`src/hw/misc_ctrl_pkg.sv`:
```
// Package of register offsets, field positions, reset values and clock figures
// for the miscellaneous control and driver-enable status bank.
// Assumes an 8-bit register port with byte addresses and a 25 MHz system clock.
package misc_ctrl_pkg;

  // ---------------------------------------------------------------------------
  // Register map
  // ---------------------------------------------------------------------------
  localparam logic [7:0] MISC_CONTROL_OFFSET = 8'h81;
  localparam logic [7:0] DRIVER_ENABLE_STATUS_OFFSET = 8'h82;
  localparam logic [7:0] DRIVER_ENABLE_CONTROL_OFFSET = 8'h80;
  localparam logic [7:0] MISC_CONTROL_RESET = 8'h00;
  localparam logic [7:0] DRIVER_ENABLE_STATUS_RESET = 8'h08;

  // ---------------------------------------------------------------------------
  // Field positions
  // ---------------------------------------------------------------------------
  localparam int FREQ_SEL_HI = 7;
  localparam int FREQ_SEL_LO = 6;
  localparam int EXT_CLK_SEL_BIT = 5;
  localparam int REF_OUT_EN_BIT = 4;
  localparam int CLK_MON_EN_BIT = 3;
  localparam int LOW_POWER_BIT = 2;
  localparam int SOC_RESET_BIT = 1;
  localparam int GEN_RESET_BIT = 0;
  localparam int BUS_LOW_POWER_BIT = 4;
  localparam int FORCE_LOW_BIT = 3;
  localparam int SOC_READBACK_BIT = 2;
  localparam int GEN_READBACK_BIT = 1;
  localparam int DRV_READBACK_BIT = 0;
  localparam int RESERVED_HI = 7;
  localparam int RESERVED_LO = 5;

  // ---------------------------------------------------------------------------
  // Sync clock output divider
  // ---------------------------------------------------------------------------
  localparam int CLK_HZ = 25000000;
  localparam int SYNC_1M1_HZ = 1100000;
  localparam int SYNC_2M2_HZ = 2200000;
  localparam int SYNC_4M4_HZ = 4400000;
  // Half-period counts, rounded down; the output is approximate at this clock rate.
  localparam logic [4:0] HALF_1M1 = 5'(CLK_HZ / (2 * SYNC_1M1_HZ));
  localparam logic [4:0] HALF_2M2 = 5'(CLK_HZ / (2 * SYNC_2M2_HZ));
  localparam logic [4:0] HALF_4M4 = 5'(CLK_HZ / (2 * SYNC_4M4_HZ));

  typedef enum logic [1:0] {
    SYNC_OFF = 2'b00,
    SYNC_1M1 = 2'b01,
    SYNC_2M2 = 2'b10,
    SYNC_4M4 = 2'b11
  } sync_sel_t;

endpackage

```
`src/hw/misc_control_and_driver_status.sv`:
```
// Miscellaneous control and driver-enable status registers.
// Assumes a synchronous 8-bit host register port and a sequencer write port.
`timescale 1ns/1ps
module misc_control_and_driver_status (
  // Clock and reset
  input wire logic clk,
  input wire logic arst_n,
  // Host register port
  input wire logic host_wr,
  input wire logic host_rd,
  input wire logic [7:0] host_addr,
  input wire logic [7:0] host_wdata,
  output logic [7:0] host_rdata,
  // Sequencer register port
  input wire logic seq_wr,
  input wire logic [7:0] seq_addr,
  input wire logic [7:0] seq_wdata,
  // Driver-enable control bit held elsewhere
  input wire logic driver_enable_control,
  // Pin levels
  input wire logic soc_reset_pin_level,
  input wire logic general_reset_pin_level,
  input wire logic driver_enable_pin_level,
  // External clock monitor
  input wire logic external_clock_present,
  input wire logic external_clock_in_range,
  // Outputs
  output logic sync_clock_output,
  output logic soc_reset_out_level,
  output logic general_reset_out_level,
  output logic driver_enable_pin,
  output logic reference_output_enable,
  output logic use_external_clock,
  output logic external_clock_fault_irq,
  output logic clock_monitor_active,
  output logic thermal_cycling_active,
  output logic crc_checking_active,
  output logic identity_polling_active,
  output logic bus_watchdog_active,
  output logic digital_oscillator_stop,
  output logic driver_enable_control_effective
);

  // ---------------------------------------------------------------------------
  // Registers
  // ---------------------------------------------------------------------------
  logic [7:0] misc_control_reg;
  logic [7:0] status_store_reg;
  logic sync_raw;
  logic [7:0] status_view;

  always_ff @(posedge clk or negedge arst_n) begin
    if (!arst_n) begin
      misc_control_reg <= misc_ctrl_pkg::MISC_CONTROL_RESET;
    end else if (seq_wr && seq_addr == misc_ctrl_pkg::MISC_CONTROL_OFFSET) begin
      misc_control_reg <= seq_wdata;
    end else if (host_wr && host_addr == misc_ctrl_pkg::MISC_CONTROL_OFFSET) begin
      misc_control_reg <= host_wdata;
    end
  end

  // Host writes reach only the reserved bits; the sequencer owns bits 4 and 3.
  always_ff @(posedge clk or negedge arst_n) begin
    if (!arst_n) begin
      status_store_reg <= misc_ctrl_pkg::DRIVER_ENABLE_STATUS_RESET;
    end else if (seq_wr && seq_addr == misc_ctrl_pkg::DRIVER_ENABLE_STATUS_OFFSET) begin
      status_store_reg[7:3] <= seq_wdata[7:3];
    end else if (host_wr && host_addr == misc_ctrl_pkg::DRIVER_ENABLE_STATUS_OFFSET) begin
      status_store_reg[misc_ctrl_pkg::RESERVED_HI:misc_ctrl_pkg::RESERVED_LO] <=
        host_wdata[misc_ctrl_pkg::RESERVED_HI:misc_ctrl_pkg::RESERVED_LO];
    end
  end

  assign status_view = {status_store_reg[7:3],
                        soc_reset_pin_level,
                        general_reset_pin_level,
                        driver_enable_pin_level};

  // ---------------------------------------------------------------------------
  // Read port
  // ---------------------------------------------------------------------------
  always_ff @(posedge clk or negedge arst_n) begin
    if (!arst_n) begin
      host_rdata <= 8'h00;
    end else if (host_rd) begin
      if (host_addr == misc_ctrl_pkg::MISC_CONTROL_OFFSET) begin
        host_rdata <= misc_control_reg;
      end else if (host_addr == misc_ctrl_pkg::DRIVER_ENABLE_STATUS_OFFSET) begin
        host_rdata <= status_view;
      end else begin
        host_rdata <= 8'h00;
      end
    end
  end

  // ---------------------------------------------------------------------------
  // Sync clock output
  // ---------------------------------------------------------------------------
  sync_clock_divider u_divider (
    .clk(clk),
    .arst_n(arst_n),
    .freq_select(misc_control_reg[misc_ctrl_pkg::FREQ_SEL_HI:misc_ctrl_pkg::FREQ_SEL_LO]),
    .clock_out(sync_raw)
  );

  // ---------------------------------------------------------------------------
  // Pin-level outputs
  // ---------------------------------------------------------------------------
  always_ff @(posedge clk or negedge arst_n) begin
    if (!arst_n) begin
      sync_clock_output <= 1'b0;
    end else begin
      sync_clock_output <= sync_raw;
    end
  end

  // Reset outputs follow their control bits directly, with no sequencing here.
  always_ff @(posedge clk or negedge arst_n) begin
    if (!arst_n) begin
      soc_reset_out_level <= 1'b0;
      general_reset_out_level <= 1'b0;
    end else begin
      soc_reset_out_level <= misc_control_reg[misc_ctrl_pkg::SOC_RESET_BIT];
      general_reset_out_level <= misc_control_reg[misc_ctrl_pkg::GEN_RESET_BIT];
    end
  end

  always_ff @(posedge clk or negedge arst_n) begin
    if (!arst_n) begin
      reference_output_enable <= 1'b0;
    end else begin
      reference_output_enable <= misc_control_reg[misc_ctrl_pkg::REF_OUT_EN_BIT];
    end
  end

  // ---------------------------------------------------------------------------
  // External clock selection
  // ---------------------------------------------------------------------------
  always_ff @(posedge clk or negedge arst_n) begin
    if (!arst_n) begin
      use_external_clock <= 1'b0;
    end else begin
      use_external_clock <= misc_control_reg[misc_ctrl_pkg::EXT_CLK_SEL_BIT] &&
                            external_clock_present && external_clock_in_range;
    end
  end

  // The fault is a level, not a sticky flag: it drops once the clock is back in range.
  always_ff @(posedge clk or negedge arst_n) begin
    if (!arst_n) begin
      external_clock_fault_irq <= 1'b0;
    end else begin
      external_clock_fault_irq <= misc_control_reg[misc_ctrl_pkg::EXT_CLK_SEL_BIT] &&
        (!external_clock_present || !external_clock_in_range);
    end
  end

  // ---------------------------------------------------------------------------
  // Low power gating
  // ---------------------------------------------------------------------------
  // Clock monitoring needs its enable and the absence of low power mode.
  always_ff @(posedge clk or negedge arst_n) begin
    if (!arst_n) begin
      clock_monitor_active <= 1'b0;
    end else begin
      clock_monitor_active <= misc_control_reg[misc_ctrl_pkg::CLK_MON_EN_BIT] &&
                              !misc_control_reg[misc_ctrl_pkg::LOW_POWER_BIT];
    end
  end

  always_ff @(posedge clk or negedge arst_n) begin
    if (!arst_n) begin
      thermal_cycling_active <= 1'b1;
      crc_checking_active <= 1'b1;
    end else begin
      thermal_cycling_active <= !misc_control_reg[misc_ctrl_pkg::LOW_POWER_BIT];
      crc_checking_active <= !misc_control_reg[misc_ctrl_pkg::LOW_POWER_BIT];
    end
  end

  always_ff @(posedge clk or negedge arst_n) begin
    if (!arst_n) begin
      digital_oscillator_stop <= 1'b0;
    end else begin
      digital_oscillator_stop <= misc_control_reg[misc_ctrl_pkg::LOW_POWER_BIT];
    end
  end

  // ---------------------------------------------------------------------------
  // Bus low power
  // ---------------------------------------------------------------------------
  always_ff @(posedge clk or negedge arst_n) begin
    if (!arst_n) begin
      identity_polling_active <= 1'b1;
      bus_watchdog_active <= 1'b1;
    end else begin
      identity_polling_active <= !misc_control_reg[misc_ctrl_pkg::LOW_POWER_BIT] &&
        !status_store_reg[misc_ctrl_pkg::BUS_LOW_POWER_BIT];
      bus_watchdog_active <= !status_store_reg[misc_ctrl_pkg::BUS_LOW_POWER_BIT];
    end
  end

  // Driver-enable gating by the sequencer-owned force-low bit.
  always_ff @(posedge clk or negedge arst_n) begin
    if (!arst_n) begin
      driver_enable_pin <= 1'b0;
      driver_enable_control_effective <= 1'b0;
    end else begin
      driver_enable_pin <= driver_enable_control &&
                           !status_store_reg[misc_ctrl_pkg::FORCE_LOW_BIT];
      driver_enable_control_effective <= driver_enable_control &&
                                         !status_store_reg[misc_ctrl_pkg::FORCE_LOW_BIT];
    end
  end

endmodule

```
`src/hw/sync_clock_divider.sv`:
```
// Divider producing the sync clock output from the system clock.
// Assumes the selection input is a register and changes rarely.
`timescale 1ns/1ps
module sync_clock_divider (
  // Clock and reset
  input wire logic clk,
  input wire logic arst_n,
  // Control
  input wire logic [1:0] freq_select,
  // Output
  output logic clock_out
);

  logic [4:0] count_reg;
  logic [4:0] half_limit;

  always_comb begin
    unique case (misc_ctrl_pkg::sync_sel_t'(freq_select))
      misc_ctrl_pkg::SYNC_OFF: half_limit = misc_ctrl_pkg::HALF_1M1;
      misc_ctrl_pkg::SYNC_1M1: half_limit = misc_ctrl_pkg::HALF_1M1;
      misc_ctrl_pkg::SYNC_2M2: half_limit = misc_ctrl_pkg::HALF_2M2;
      misc_ctrl_pkg::SYNC_4M4: half_limit = misc_ctrl_pkg::HALF_4M4;
    endcase
  end

  always_ff @(posedge clk or negedge arst_n) begin
    if (!arst_n) begin
      count_reg <= 5'h00;
      clock_out <= 1'b0;
    end else if (freq_select == misc_ctrl_pkg::SYNC_OFF) begin
      count_reg <= 5'h00;
      clock_out <= 1'b0;
    end else if (count_reg >= half_limit - 5'h01) begin
      count_reg <= 5'h00;
      clock_out <= ~clock_out;
    end else begin
      count_reg <= count_reg + 5'h01;
    end
  end

endmodule

```
`config.mk`:
```
export PLATFORM = sky130hd
export DESIGN_NAME = misc_control_and_driver_status
export DESIGN_NICKNAME = d
export VERILOG_FILES = /design/src/hw/misc_ctrl_pkg.sv /design/src/hw/misc_control_and_driver_status.sv /design/src/hw/sync_clock_divider.sv
export SDC_FILE = /design/constraint.sdc
export NUM_CORES = 1
export LEC_CHECK = 0
export BUFFER_PORTS_ARGS = -buffer_cell sky130_fd_sc_hd__buf_4
export CAP_MARGIN = 20
export CORE_ASPECT_RATIO = 1.25
export CORE_UTILIZATION = 45
export DETAILED_ROUTE_END_ITERATION = 16
export GPL_ROUTABILITY_DRIVEN = 0
export PLACE_DENSITY = 0.72
export SYNTH_ARGS = -nofsm -noshare
export SYNTH_HDL_FRONTEND = slang
export SYNTH_HIERARCHICAL = 1
export SYNTH_SLANG_ARGS = --single-unit
```
`constraint.sdc`:
```
create_clock -name clk -period 2.2 [get_ports clk]
set_input_delay 0.44 -clock clk [delete_from_list [all_inputs] [get_ports clk]]
set_output_delay 0.44 -clock clk [all_outputs]
set_load 0.01 [all_outputs]
```
**Word-level counts from Yosys, hierarchy flattened**

Cells that the tools add are included.

- Add/subtract/negate cells: 2
- $lt $le $gt $ge: 1
- Equal/unequal tests: 7
- Mux-type cells: 11
- Bitwise operators: 1
- Reductions and logical operators: 21

Operators with widths:

| kind | count |
|---|---|
| == test 8 bit, second input constant | 4 |
| 2-to-1 mux 8 bit | 4 |
| one-hot mux 5 bit (3 select lines) | 1 |
| logical AND 1 bit | 10 |
| 2-to-1 mux 5 bit | 2 |
| 2-to-1 mux 3 bit | 2 |
| nonzero test 2 bit | 3 |
| adder 5 x 1 -> 5 bit, second input constant | 1 |
| >= comparator 5 bit | 1 |
| zero test 1 bit | 5 |
| subtractor 5 x 1 -> 5 bit, second input constant | 1 |
| == test 2 bit, second input constant | 2 |
| == test 2 x 1 -> 1 bit, second input constant | 1 |
| zero test 2 bit | 1 |
| 2-to-1 mux 1 bit | 2 |
| OR reduction 2 bit | 1 |
| logical OR 1 bit | 1 |
| inverter 1 bit | 1 |

- Flip-flop bits (word level): 39
- Logic and storage cells: 61

**Logic depth before layout (Yosys ltp)**

- Depth after elaboration: 7
- Mapped depth: 6
- Gate-level depth less buffers: 6

**By module**

The synthesis kept the hierarchy.

By module, submodules not included:

| module | instances | cells each | area an instance (sq um) |
|---|---|---|---|
| misc_control_and_driver_status | 1 | 151 | 1577.8 |
| sync_clock_divider | 1 | 38 | 387.9 |

**Worst setup path after synthesis**

No wires, ideal clock.

- Path kind: register to register
- Start point: reg misc_control_reg[7]
- End point: reg u_divider.clock_out
- Library setup time: 0.125 ns
- Arrival time: 1.632 ns
- Required time: 2.075 ns
- Setup slack: 0.443 ns
- Stages on the path, launching flop included: 7
- Buffers on the path: 0
- Cell sequence: dfrtp_1 > or2b_1 > ha_1 > a21o_1 > a31oi_1 > o21ai_2 > mux2_4

- Cells in the longest elaborated chain, start to end: 6
- Elaborated cells on any way between the ends: 10
- Those cells by class: add/sub (1); order compare (1); eq/ne (3); mux (2); reduce/logical (3)

RTL lines:

| element | line | RTL |
|---|---|---|
| from (decl) | misc_control_and_driver_status.sv:47 | `logic [7:0] misc_control_reg;` |
| from (signal assigned) | misc_control_and_driver_status.sv:54 | `misc_control_reg <= misc_ctrl_pkg::MISC_CONTROL_RESET;` |
| from (signal assigned) | misc_control_and_driver_status.sv:56 | `misc_control_reg <= seq_wdata;` |
| from (signal assigned) | misc_control_and_driver_status.sv:58 | `misc_control_reg <= host_wdata;` |
| == test 2 x 1 -> 1 bit or zero test 2 bit (tied branches) | sync_clock_divider.sv:18, sync_clock_divider.sv:30 |  |
| OR reduction 2 bit (no source line) | n/a |  |
| one-hot mux 5 bit (3 select lines) | sync_clock_divider.sv:18 | `unique case (misc_ctrl_pkg::sync_sel_t'(freq_select))` |
| subtractor 5 x 1 -> 5 bit | sync_clock_divider.sv:33 | `end else if (count_reg >= half_limit - 5'h01) begin` |
| >= comparator 5 bit | sync_clock_divider.sv:33 |  |
| nonzero test 2 bit (no source line) | n/a |  |
| to (signal assigned) | sync_clock_divider.sv:35 | `clock_out <= ~clock_out;` |
| to (decl) | sync_clock_divider.sv:11 | `output logic clock_out` |

Parallel ways exist; a longest one is shown, timed or not. The select of a mux whose other input is x is not followed.
A chain may end at the register's enable or synchronous reset.

**Worst setup path in the final report**

Same ends and word-level chain as after synthesis.

==> flow_summary.yaml <==
outcome:
  outcome: "finished clean"
floorplanning:
  core.rowCount: 26
  dieWidth_um: 61.1
  core_area_um2: 4130
  die_h_um: 75.9
  die_area_um2: 4640
  start_util_pct: 47.6
  ioPinCount: 65
worst_setup_path:
  cp.arrival_ns: 2.08
  r2r_end: "u_divider/clock_out$_DFFE_PN0P_"
  cp_data_required_time_ns: 2.38
  path_class: "flip-flop to flip-flop"
  regToRegStartpoint: "misc_control_reg[7]$_DFFE_PN0P_"
  worst-r2r-cell-count: 6
  r2r_setup_slack_ns: 0.30
  path_max_fanout: 7
  end_kind: "flip-flop"
  critPathLaunchType: "flip-flop"
  slowest_delay_ns: 0.45
  cp_cell_sequence: "or2b_1 -> ha_1 -> a21o_1 -> a31oi_1 -> o21ai_2 -> mux2_4"
  crit_slowest_cell: "dfrtp_1"
routing:
  dr_total_vias: 1686
  wl_per_cell_um: 14.9
  firstDrtPassIters: 4
  drc_errors: 0
  wl_um: 4500
  via_per_inst: 5.60
  drt_iter0_drc: 63
  antenna_left: 0
global_routing:
  overflow: 0
  antenna_found_initial: 0
  grt_pass1_vias: 1569
  grt_max_degree: 40
  grt_pass1_wl_um: 7540
  grt_use_total_pct: 22.8
synth:
  synth.cell_area_um2: 1970
  synthFlopType: "dfrtp_1"
  ys_seq_area_share_pct: 49.9
  syn_area_per_cell_um2: 10.4
  syn_inst: 189
  synth.area.top_cells: "dfrtp_1, a31oi_1, dfstp_2"
  async_flop_share_pct: 100
  synth-edff-count: 0
  ys_types: 37
  synth_warnings: 6
  syn_nets: 238
  yosysTopAreaCell: "dfrtp_1"
  ys_ff_latch: 39
  synth.top_cell.area_share_pct: 44.6
min_path:
  hp-class: "input pin to asynchronous set/reset pin"
clocking:
  post_cts_buffers: 0
  h-tree-depth: 2
  hold_buffers: 0
  cts_tree: "done"
  path_clk_slew_ns: 0.08
  cts_buffers: 5
  clockRootBuffer: "clkbuf_8"
  clockBufferDepth: 2
  cts_resized: 0
  clock-sinks: 39
  insertion_delay_ns: 0.29
timing:
  finalCritPeriodShare_pct: 86.5
  rsz0062_at_grt: "false"
  clock.fmax_mhz: 526
  timing.setup.tns_ns: 0
  finalSetupViolCount: 0
  finalCriticalPeriod_ns: 1.90
  maxSlewViolCount: 0
  fin_skew_ns: 0.00618
  finalHoldViolations: 0
job:
  cap_violations: 0
pwr:
  peakVddDrop_uv: 255
  p_leak_nw: 1.14
  powerDensity_nw_per_um2: 649
finish:
  fillerInstances: 368
  final_cell_area_um2: 2540
  fin_util_pct: 61.6
  n_antenna_cell: 0
  syn2layout_area_growth_pct: 29.5
  drive_gt1_share_pct: 35.5
  nNetsFinal: 293
placement:
  placed_area_um2: 2450
  portBuffers: 64
  dp_hpwl_um: 3350
## where the power goes
part	internal (mW)	leakage, nW	total (mW)	switching (mW)
Clock	0.253	0.0482	0.488	0.236
Sequential	0.797	0.505	0.849	0.0524
Combinational	0.166	0.586	0.313	0.147
## through the flow
step,instances,hold slack (ns),setup WS [ns],total power [mW]
2_1_floorplan,189,0.144,0.443,1.01
3_3_place_gp,293,0.392,0.297,1.17
3_5_place_dp,293,0.396,0.281,1.18
4_1_cts,301,0.114,0.296,1.67
5_1_grt,301,0.138,0.205,1.74
6_report,301,0.102,0.297,1.65
## worst max-delay path: cells and delay by family, from the launching register on
family	cells	cell delay [ns]
simple gates	1	0.26
fa+ha+maj	1	0.30
compound gates	3	0.48
mux	1	0.31
flops	1	0.45
## logic make-up after synthesis
family	count (synthesis)	synth area share, %
buffers and inverters	25	5.98
xor gates and xnor gates	3	1.34
DFF	39	49.9
muxes	3	2.29
other	1	0.191
AOI/OAI and AO/OA	35	12.8
and+or+nand+nor	77	23.7
adders and majority gates	6	3.82
## layout make-up
type / instances / area, um^2 / share of cell area [%]
well taps: 56 / 70.1 / 2.75
multi-input cells: 125 / 873 / 34.3
flip-flops and latches: 39 / 981 / 38.5
inverters: 5 / 18.8 / 0.737
repair buffers: 68 / 510 / 20.1
clock buffers: 7 / 86.3 / 3.39
clock inverters: 1 / 5.00 / 0.197
## cells in the final DEF (no fill, tap or decap), types with 5 or more instances in the layout
master and n:
a31oi_1 20, buf_4 68, clkbuf_8 6, dfrtp_1 35
ha_1 6, inv_1 5, nand3_1 15, nand4_1 14
nor2_1 16, nor4_1 11, o31ai_1 11
## Yosys cell counts, types with 2 or more instances
master / number
nor2b_1: 4
nor4bb_1: 2
ha_1: 6
buf_2: 3
inv_1: 5
mux2_4: 3
dfstp_2: 4
nand2b_1: 3
nand3_1: 15
dfrtp_1: 35
or4bb_1: 2
a31oi_1: 20
nor2_1: 16
or3_1: 2
xor2_1: 2
nor4_1: 11
nand4_1: 14
buf_4: 2
buf_1: 4
o31ai_1: 11
clkbuf_1: 9
## layer usage
layer,global-route usage [%],up-vias,part of all wire [%]
li1,-,813,-
met1,30.8,790,43
met2,35.5,79,49
met5,0,-,0
met4,9.09,0,1.1
met3,4.75,4,6.8
## worst max path at each step
stage                                         start                         endpoint  slack, ns  cells after the start
detailed placement                      seq_addr[3]  status_store_reg[4]$_DFFE_PN0P_       0.28                      4
finish              misc_control_reg[7]$_DFFE_PN0P_  u_divider/clock_out$_DFFE_PN0P_       0.30                      6
floorplan           misc_control_reg[7]$_DFFE_PN0P_  u_divider/clock_out$_DFFE_PN0P_       0.44                      6
global placement                        seq_addr[3]  status_store_reg[4]$_DFFE_PN0P_       0.30                      4
CTS                 misc_control_reg[7]$_DFFE_PN0P_  u_divider/clock_out$_DFFE_PN0P_       0.30                      6
global route        misc_control_reg[7]$_DFFE_PN0P_  u_divider/clock_out$_DFFE_PN0P_       0.20                      6
Note: power is estimated with default switching activity, not from simulation.
